File: src/pkg/bridge_window_pkg.sv
// shared constants and types of the bridge memory window registers
package bridge_window_pkg;

	localparam int ADDR_W = 8;
	localparam int DATA_W = 32;
	localparam int WIDE_W = 64;
	localparam int HALF_W = 32;
	localparam int FIELD_W = 12;
	localparam int IND_W = 4;
	localparam int LOW_W = 20;
	localparam int REG16_W = 16;

	localparam logic [ADDR_W-1:0] OFF_MEM_BASE = 8'h20;
	localparam logic [ADDR_W-1:0] OFF_MEM_LIMIT = 8'h22;
	localparam logic [ADDR_W-1:0] OFF_PF_BASE = 8'h24;
	localparam logic [ADDR_W-1:0] OFF_PF_LIMIT = 8'h26;
	localparam logic [ADDR_W-1:0] OFF_PF_BASE_UP = 8'h28;
	localparam logic [ADDR_W-1:0] OFF_PF_LIMIT_UP = 8'h2c;

	localparam logic [IND_W-1:0] RSVD_IND = 4'h0;
	localparam logic [IND_W-1:0] WIDE_IND = 4'h1;
	localparam logic [FIELD_W-1:0] FIELD_RESET = 12'h000;
	localparam logic [HALF_W-1:0] UPPER_RESET = 32'h00000000;
	localparam logic [HALF_W-1:0] UPPER_NONE = 32'h00000000;
	localparam logic [LOW_W-1:0] LOW_ZERO = 20'h00000;
	localparam logic [LOW_W-1:0] LOW_ONES = 20'hfffff;
	localparam logic [DATA_W-1:0] RDATA_IDLE = 32'h00000000;
	localparam logic [REG16_W-1:0] PAD16 = 16'h0000;

	typedef struct packed {
		logic [ADDR_W-1:0] addr;
		logic [DATA_W-1:0] wdata;
		logic wr;
		logic rd;
	} reg_req_t;

	typedef struct packed {
		logic [WIDE_W-1:0] bottom;
		logic [WIDE_W-1:0] top;
	} window_bounds_t;

endpackage : bridge_window_pkg

File: src/rtl/window_field_reg.sv
// 16-bit window register: writable address field over a fixed low nibble
`timescale 1ns/1ps
`default_nettype none
module window_field_reg
	import bridge_window_pkg::*;
#(
	parameter logic [ADDR_W-1:0] OFFSET = OFF_MEM_BASE,
	parameter logic [IND_W-1:0] LOW_NIBBLE = RSVD_IND
)
(
	input wire logic clk_i,
	input wire logic sys_rst_i,
	input wire reg_req_t req_i,
	output logic [FIELD_W-1:0] field_o,
	output logic [REG16_W-1:0] value_o
);

	logic [FIELD_W-1:0] field;

	// write takes bits 15:4, low nibble ignores writes
	always_ff @(posedge clk_i)
	begin
		if (sys_rst_i)
			field <= FIELD_RESET;
		else if (req_i.wr && req_i.addr == OFFSET)
			field <= req_i.wdata[REG16_W-1:IND_W];
	end

	assign field_o = field;
	assign value_o = {field, LOW_NIBBLE};

endmodule : window_field_reg
`default_nettype wire

File: src/rtl/window_range_check.sv
// inclusive base/limit compare of one address against one window
`timescale 1ns/1ps
`default_nettype none
module window_range_check
	import bridge_window_pkg::*;
#(
	parameter int W = WIDE_W
)
(
	input wire logic clk_i,
	input wire logic sys_rst_i,
	input wire logic [W-1:0] addr_i,
	input wire logic [W-1:0] bottom_i,
	input wire logic [W-1:0] top_i,
	output logic hit_o
);

	logic next_hit;

	assign next_hit = (addr_i >= bottom_i) && (addr_i <= top_i);

	always_ff @(posedge clk_i)
	begin
		if (sys_rst_i)
			hit_o <= 1'b0;
		else
			hit_o <= next_hit;
	end
endmodule : window_range_check
`default_nettype wire

File: src/rtl/bridge_memory_window_regs.sv
// bridge memory window registers with window hit detection
// Function
// - memory limit sets non-prefetchable window top
// - limit bits 15:4 are address 31:20, low ones
// - limit low nibble ignores writes, reads zero
// - prefetch base bits 15:4 are bottom 31:20
// - prefetch base low nibble reads 1h
// - prefetch limit bits 15:4 are top 31:20
// - prefetch limit low nibble reads 1h
// - upper base gives bottom bits 63:32
// - upper limit gives top bits 63:32
// - upper base fully writable 32 bits
// - memory base bits 15:4 are bottom 31:20
`timescale 1ns/1ps
`default_nettype none
module bridge_memory_window_regs
	import bridge_window_pkg::*;
(
	input wire logic clk_i,
	input wire logic sys_rst_i,
	input wire logic [ADDR_W-1:0] reg_addr_i,
	input wire logic [DATA_W-1:0] reg_wdata_i,
	input wire logic reg_wr_i,
	input wire logic reg_rd_i,
	output logic [DATA_W-1:0] reg_rdata_o,
	output logic reg_rvalid_o,
	input wire logic [WIDE_W-1:0] query_addr_i,
	output logic mem_hit_o,
	output logic prefetch_hit_o,
	output var window_bounds_t mem_window_o,
	output var window_bounds_t prefetch_window_o
);

	reg_req_t req;
	logic [FIELD_W-1:0] window_bottom_field;
	logic [FIELD_W-1:0] mem_top_field;
	logic [FIELD_W-1:0] prefetch_bottom_field;
	logic [FIELD_W-1:0] prefetch_top_field;
	logic [REG16_W-1:0] mem_base_value;
	logic [REG16_W-1:0] mem_limit_value;
	logic [REG16_W-1:0] prefetch_base_value;
	logic [REG16_W-1:0] prefetch_limit_value;
	logic [HALF_W-1:0] prefetch_base_upper;
	logic [HALF_W-1:0] prefetch_limit_upper;
	logic [DATA_W-1:0] next_rdata;
	logic addr_mapped;
	window_bounds_t mem_bounds;
	window_bounds_t prefetch_bounds;

	// bundle the register port
	assign req.addr = reg_addr_i;
	assign req.wdata = reg_wdata_i;
	assign req.wr = reg_wr_i;
	assign req.rd = reg_rd_i;

	// non-prefetchable window bottom, low nibble reserved
	window_field_reg #(
		.OFFSET(OFF_MEM_BASE),
		.LOW_NIBBLE(RSVD_IND)
	) u_mem_base (
		.clk_i(clk_i),
		.sys_rst_i(sys_rst_i),
		.req_i(req),
		.field_o(window_bottom_field),
		.value_o(mem_base_value)
	);

	// non-prefetchable window top, low nibble reserved
	window_field_reg #(
		.OFFSET(OFF_MEM_LIMIT),
		.LOW_NIBBLE(RSVD_IND)
	) u_mem_limit (
		.clk_i(clk_i),
		.sys_rst_i(sys_rst_i),
		.req_i(req),
		.field_o(mem_top_field),
		.value_o(mem_limit_value)
	);

	// prefetchable window bottom, wide addressing indicator
	window_field_reg #(
		.OFFSET(OFF_PF_BASE),
		.LOW_NIBBLE(WIDE_IND)
	) u_pf_base (
		.clk_i(clk_i),
		.sys_rst_i(sys_rst_i),
		.req_i(req),
		.field_o(prefetch_bottom_field),
		.value_o(prefetch_base_value)
	);

	// prefetchable window top, wide addressing indicator
	window_field_reg #(
		.OFFSET(OFF_PF_LIMIT),
		.LOW_NIBBLE(WIDE_IND)
	) u_pf_limit (
		.clk_i(clk_i),
		.sys_rst_i(sys_rst_i),
		.req_i(req),
		.field_o(prefetch_top_field),
		.value_o(prefetch_limit_value)
	);

	// upper half of prefetchable bottom
	always_ff @(posedge clk_i)
	begin
		if (sys_rst_i)
			prefetch_base_upper <= UPPER_RESET;
		else if (req.wr && req.addr == OFF_PF_BASE_UP)
			prefetch_base_upper <= req.wdata;
	end

	// upper half of prefetchable top
	always_ff @(posedge clk_i)
	begin
		if (sys_rst_i)
			prefetch_limit_upper <= UPPER_RESET;
		else if (req.wr && req.addr == OFF_PF_LIMIT_UP)
			prefetch_limit_upper <= req.wdata;
	end

	// expand fields to full window addresses
	assign mem_bounds.bottom = {UPPER_NONE, window_bottom_field, LOW_ZERO};
	assign mem_bounds.top = {UPPER_NONE, mem_top_field, LOW_ONES};
	assign prefetch_bounds.bottom = {prefetch_base_upper, prefetch_bottom_field, LOW_ZERO};
	assign prefetch_bounds.top = {prefetch_limit_upper, prefetch_top_field, LOW_ONES};

	// registered copies of the windows
	always_ff @(posedge clk_i)
	begin
		if (sys_rst_i)
		begin
			mem_window_o <= '0;
			prefetch_window_o <= '0;
		end
		else
		begin
			mem_window_o <= mem_bounds;
			prefetch_window_o <= prefetch_bounds;
		end
	end

	// forwarding decision for each window
	window_range_check #(
		.W(WIDE_W)
	) u_mem_check (
		.clk_i(clk_i),
		.sys_rst_i(sys_rst_i),
		.addr_i(query_addr_i),
		.bottom_i(mem_bounds.bottom),
		.top_i(mem_bounds.top),
		.hit_o(mem_hit_o)
	);

	window_range_check #(
		.W(WIDE_W)
	) u_pf_check (
		.clk_i(clk_i),
		.sys_rst_i(sys_rst_i),
		.addr_i(query_addr_i),
		.bottom_i(prefetch_bounds.bottom),
		.top_i(prefetch_bounds.top),
		.hit_o(prefetch_hit_o)
	);

	// read mux, unmapped offsets read zero
	always_comb
	begin
		next_rdata = RDATA_IDLE;
		addr_mapped = 1'b1;
		case (req.addr)
			OFF_MEM_BASE: next_rdata = {PAD16, mem_base_value};
			OFF_MEM_LIMIT: next_rdata = {PAD16, mem_limit_value};
			OFF_PF_BASE: next_rdata = {PAD16, prefetch_base_value};
			OFF_PF_LIMIT: next_rdata = {PAD16, prefetch_limit_value};
			OFF_PF_BASE_UP: next_rdata = prefetch_base_upper;
			OFF_PF_LIMIT_UP: next_rdata = prefetch_limit_upper;
			default:
			begin
				next_rdata = RDATA_IDLE;
				addr_mapped = 1'b0;
			end
		endcase
	end

	// read data stands only in the cycle after the strobe
	always_ff @(posedge clk_i)
	begin
		if (sys_rst_i)
		begin
			reg_rdata_o <= RDATA_IDLE;
			reg_rvalid_o <= 1'b0;
		end
		else
		begin
			reg_rdata_o <= req.rd ? next_rdata : RDATA_IDLE;
			reg_rvalid_o <= req.rd;
		end
	end
endmodule : bridge_memory_window_regs
`default_nettype wire

File: config.mk
export PLATFORM = sky130hd
export DESIGN_NAME = bridge_memory_window_regs
export DESIGN_NICKNAME = d
export VERILOG_FILES = /design/src/pkg/bridge_window_pkg.sv /design/src/rtl/window_field_reg.sv /design/src/rtl/window_range_check.sv /design/src/rtl/bridge_memory_window_regs.sv
export SDC_FILE = /design/constraint.sdc
export NUM_CORES = 1
export LEC_CHECK = 0
export BUFFER_PORTS_ARGS = -buffer_cell sky130_fd_sc_hd__buf_2
export CORE_MARGIN = 3
export CORE_UTILIZATION = 35
export DETAILED_ROUTE_END_ITERATION = 6
export SLEW_MARGIN = 10
export SYNTH_ARGS = -nofsm -noshare
export SYNTH_HDL_FRONTEND = slang
export SYNTH_SLANG_ARGS = --single-unit
export TNS_END_PERCENT = 5
File: constraint.sdc
create_clock -name clk_i -period 4.6 [get_ports clk_i]
set_input_delay 0.69 -clock clk_i [delete_from_list [all_inputs] [get_ports clk_i]]
set_output_delay 0.69 -clock clk_i [all_outputs]
set_load 0.01 [all_outputs]
* Word-level counts from Yosys, hierarchy flattened
Cells that the tools add are included.
** Operators by class
- Add/sub/neg operators :: 0
- Multiply operators :: 0
- Divide/modulo/power cells :: 0
- $lt $le $gt $ge :: 4
- Equal/unequal tests :: 6
- Shift operators :: 0
- Multiplexer cells :: 3
- Bitwise logic cells :: 1
- Reductions and logical operators :: 9
** Operator list (count)
- $pmux W32 S6 :: 1
- $ge A64 B32 Y1 :: 1
- $ge A64 B64 Y1 :: 1
- $le A64 B32 Y1 :: 1
- $le A64 B64 Y1 :: 1
- $eq A8 B6 Y1 const B :: 6
- $mux W20 :: 2
- $logic_and A1 B1 Y1 :: 8
- $reduce_or A2 Y1 :: 1
- $not A1 Y1 :: 1
** Word-level totals
- Bits in registers :: 403
- Bits in latches :: 0
- Bits in writable memories :: 0
- ROM bits :: 0
- Input port bits :: 108
- Memories :: 0

* Logic depth before layout (Yosys ltp)
- Depth in word-level cells :: 2
- Mapped depth :: 8
- Gate-level depth less buffers :: 8

* By module
Synthesis repeated with hierarchy kept, for this count alone.
** Second synthesis, totals
- Cell total of the unflattened synthesis :: 1985
- Area, all modules :: 17387.9 um2
** Modules (own cells, without submodules)
- bridge_memory_window_regs :: instances 1, cells each 791, area each 8134.1 um2
- window_range_check (u_mem_check) :: instances 1, cells each 453, area each 3215.6 um2
- window_range_check (u_pf_check) :: instances 1, cells each 452, area each 3215.6 um2
- window_field_reg (u_mem_limit) :: instances 1, cells each 71, area each 713.2 um2
- window_field_reg (u_pf_limit) :: instances 1, cells each 73, area each 704.4 um2
- window_field_reg (u_mem_base) :: instances 1, cells each 72, area each 703.2 um2
- window_field_reg (u_pf_base) :: instances 1, cells each 73, area each 701.9 um2

* Worst setup path before layout
Ideal clock, no wire load.
- Path type :: input -> register
- Start point :: input query_addr_i[46]
- End point :: register u_pf_check.hit_o
- Setup time :: 0.133 ns
- Arrival :: 2.065 ns
- Required time :: 4.467 ns
- Slack :: 2.403 ns
- Stages :: 7
- Buffers on the path :: 0
- Path through :: ha_1 -> a21oi_1 -> nand2_1 -> a221o_1 -> a211o_1 -> a221oi_1 -> a211oi_1
** On the way
- Word-level cells in the longest chain between the ends :: 2
- Elaborated cells on any way between the ends :: 3
- Classes of those cells :: order compare (2); reduce/logical (1)
** RTL lines
- from (decl) :: RTL line bridge_memory_window_regs.sv:27 : input wire logic [WIDE_W-1:0] query_addr_i,
- $ge A64 B64 Y1 or $le A64 B64 Y1 (tied branches) :: RTL line window_range_check.sv:20 : assign next_hit = (addr_i >= bottom_i) && (addr_i <= top_i);
- $logic_and A1 B1 Y1 (*) :: RTL line window_range_check.sv:20
- to (signal assigned) :: RTL line window_range_check.sv:27 : hit_o <= next_hit;
- to (decl) :: RTL line window_range_check.sv:15 : output logic hit_o
Mark *: on every way between the ends. The rest lies on a longest branch, timed or not.
A chain may end at the register's enable or synchronous reset.

* Final worst setup path
- Start point :: input reg_addr_i[4]
- End point :: register u_pf_base.field[5] (netlist: u_pf_base.field_o[5])
** On the way
- Word-level cells in the longest chain between the ends :: 2
** RTL lines
- from (decl) :: RTL line bridge_memory_window_regs.sv:21 : input wire logic [ADDR_W-1:0] reg_addr_i,
- $eq A8 B6 Y1
- $logic_and A1 B1 Y1 :: RTL line window_field_reg.sv:25 : else if (req_i.wr && req_i.addr == OFFSET)
- to (signal assigned) :: RTL line window_field_reg.sv:26 : field <= req_i.wdata[REG16_W-1:IND_W];
- to (decl) :: RTL line window_field_reg.sv:18 : logic [FIELD_W-1:0] field;
Every way passes these cells.

==> results.yml <==
outcome:
  status: "complete, but fails checks"
  violations: "design-rule violations"
clock_network:
  cts_buffers: 28
  clock_latency_ns: 0.55
  cts-root-buf: "clkbuf_16"
  cts_tree: "yes"
  clock_path_buffers: 3
  post_cts_resized: 0
  post_cts_buffers: 0
  cts_max_level: 1
  clk_pin_slew_ns: 0.06
  ctsHoldBuffers: 0
  numClockSinks: 260
worst_setup_path:
  cp-end-kind: "flop"
  worst_ep_arrival_time_ns: 3.00
  crit_fanout: 14
  cp.required_ns: 4.99
  cp-start-kind: "primary input"
  worstSetupPathType: "in2reg"
sta:
  post-route-period-util_pct: 56.7
  rsz0062_at_grt: "no"
  clock_skew_ns: 0.00538
  finalSetupViolCount: 0
  hold_viol: 0
  fin_crit_ns: 2.61
  tightest_slew_ns: 1.06
  slew_violations: 0
  max_slew_margin_pct: 29.6
  max_freq_mhz: 383
  fin_setup_tns_ns: 0
pwr:
  power-per-cell-area_nw_per_um2: 339
  p_switching_w: 0.00117
  power_frac_comb_pct: 7.2
  p_leak_nw: 6.22
  swShare_pct: 23.9
  p_int_w: 0.00371
  seqPwrFrac_pct: 46.3
  clockPowerShare_pct: 46.5
  peakVddDrop_v: 0.000209
synth:
  muxShareOfSynthArea_pct: 4.88
  syn_area_per_cell_um2: 8.59
  yosysWarnings: 0
  ys_top_cells_by_count: "dfxtp_1 (260), nand2_1 (184), nor2_1 (181)"
  synth_seq_cells: 260
  synth_top_family_by_area: "simple AND/OR/NAND/NOR gates"
  synth_top_area_share_pct: 42.1
  synth_compound_area_share_pct: 10.1
  postSynth.asyncResetShare_pct: 0
  syn_area_um2: 12400
  synth_xor_area_share_pct: 0
  synthDistinctLibCells: 43
  synth_seq_area_share_pct: 42.1
  synth_most_common_cell: "dfxtp_1"
  yosys.area_share.simple_pct: 16.8
  synthFlopType: "dfxtp_1"
  syn_inst: 1438
  yosys.area.top_type: "dfxtp_1"
  synth_edf_count: 0
  synthAdderAreaFrac_pct: 11.3
  synth_area_leaders: "dfxtp_1 (42%), ha_1 (11%), buf_4 (9.0%)"
finish:
  fin_nets: 1888
  layout-drive-gt1-share_pct: 21.2
  final_cells: 2146
  fillCellCount: 3553
  syn_to_final_growth_pct: 16.6
routing:
  final_antenna_net_count: 0
  viasPerCell: 4.77
  wirelength_mm: 36.8
  first_pass_iters: 7
  num_vias: 10200
  drc: 1
  drt_iter0_markers: 584
  wl_per_cell_um: 17.2
placement:
  io_buffers: 294
  dp_cells: 2093
  hpwl_mm: 28.3
  gp_congestion: 0.868
global_route:
  grt_first_pass_wirelength_mm: 56.1
  groute.usage.overall_pct: 18.6
  grt_antenna_before_repair: 8
  gr-total-overflow: 0
  grt_max_degree: 125
  first_global_vias: 10000
run:
  drv_cap: 0
floorplan:
  dieArea_um2: 37600
  num_rows: 68
  die_w_um: 194
  io_pins: 399
  die_y_um: 194
  core_area_um2: 34600
  start_util_pct: 35.7
min_path:
  hold_path.class: "in2reg"
## logic make-up after synthesis
kind of cell    count (synthesis)
compound gates                210
fa+ha+maj                     112
buf+inv                       320
flops                         260
mux                            60
other cells                     1
simple gates                  475
## final timing paths
kind                                                from                        to  slack (ns)  cells after the start
worst max-delay path                       reg_addr_i[4]      u_pf_base.field_o[5]        1.99                      7
worst min-delay path                     reg_wdata_i[24]  prefetch_limit_upper[24]        0.39                      3
worst max register to register  prefetch_limit_upper[15]          u_pf_check.hit_o        2.12                      7
worst min register to register   prefetch_base_upper[12]   prefetch_base_upper[12]        0.45                      2
## final cells by class
type | instances | area (um2) | share of cell area, %
multi-input cells | 961 | 5720 | 39.7
flip-flops and latches | 260 | 5200 | 36.1
repair buffers | 302 | 1540 | 10.7
clock buffers | 36 | 802 | 5.57
well taps | 455 | 569 | 3.95
inverters | 115 | 432 | 3.00
clock inverters | 12 | 129 | 0.895
diodes | 5 | 12.5 | 0.0869
## sequential cells by signal, indices dropped and copies added (netlist names)
name                  flops
prefetch_base_upper      32
u_mem_base.field_o       12
u_mem_check.hit_o         1
prefetch_window_o        88
reg_rdata_o              32
u_pf_limit.field_o       12
u_mem_limit.field_o      12
u_pf_base.field_o        12
u_pf_check.hit_o          1
prefetch_limit_upper     32
reg_rvalid_o              1
mem_window_o             25
## power by group through the flow
stage	logic, W	registers, W	clock network (W)
final	0.000352	0.00226	0.00227
after global placement	0.000339	0.00231	0
after detailed placement	0.000347	0.00231	0
after CTS	0.000349	0.00226	0.00234
after floorplan	0.000289	0.00231	0
after global routing	0.000392	0.00226	0.00241
## routing by layer
layer	up-vias	part of all wire, %	global-route usage, %
li1	5007	-	-
met1	4752	42	23.4
met4	6	3.2	6.22
met5	-	0.11	0
met3	72	8.2	4.78
met2	398	46	31.3
## placed cells by master (no fill, tap or decap), drive strengths merged, types with 5 or more instances in the layout
cell    netlist  final
diode         0      5
a21o         13     13
nor2        181    181
a21oi       131    131
nand3        29     29
a221oi        5      5
mux2i        58     58
clkbuf       35     36
nor4         12     12
a222oi       10     10
a22o          9      9
ha          112    112
and3          5      5
buf         170    302
dfxtp       260    260
inv         115    116
nor3          9      9
conb          1    104
nand2       185    185
o21ai        25     25
clkinv        0      6
nand4        35     35
## per-stage QoR
stage / hold slack, ns / total power, W / setup WS, ns / util [%] / instance area, um2
final: 0.386 / 0.00488 / 1.99 / 41.6 / 14400
after global routing: 0.384 / 0.00506 / 1.76 / 41.6 / 14400
after CTS: 0.363 / 0.00495 / 1.99 / 41.6 / 14400
after detailed placement: 0.446 / 0.00266 / 1.39 / 38.9 / 13500
after global placement: 0.442 / 0.00265 / 1.46 / 38.9 / 13500
after floorplan: 0.436 / 0.00260 / 2.40 / - / 12700
## critical path, cell delays in order
cell and delay, ns:
buf_2 0.11, nor4b_4 0.37, nor4b_4 0.73, and2b_1 0.44, nand2_2 0.33, mux2i_1 0.25, nor2_1 0.06
Note: power is estimated with default switching activity, not from simulation.
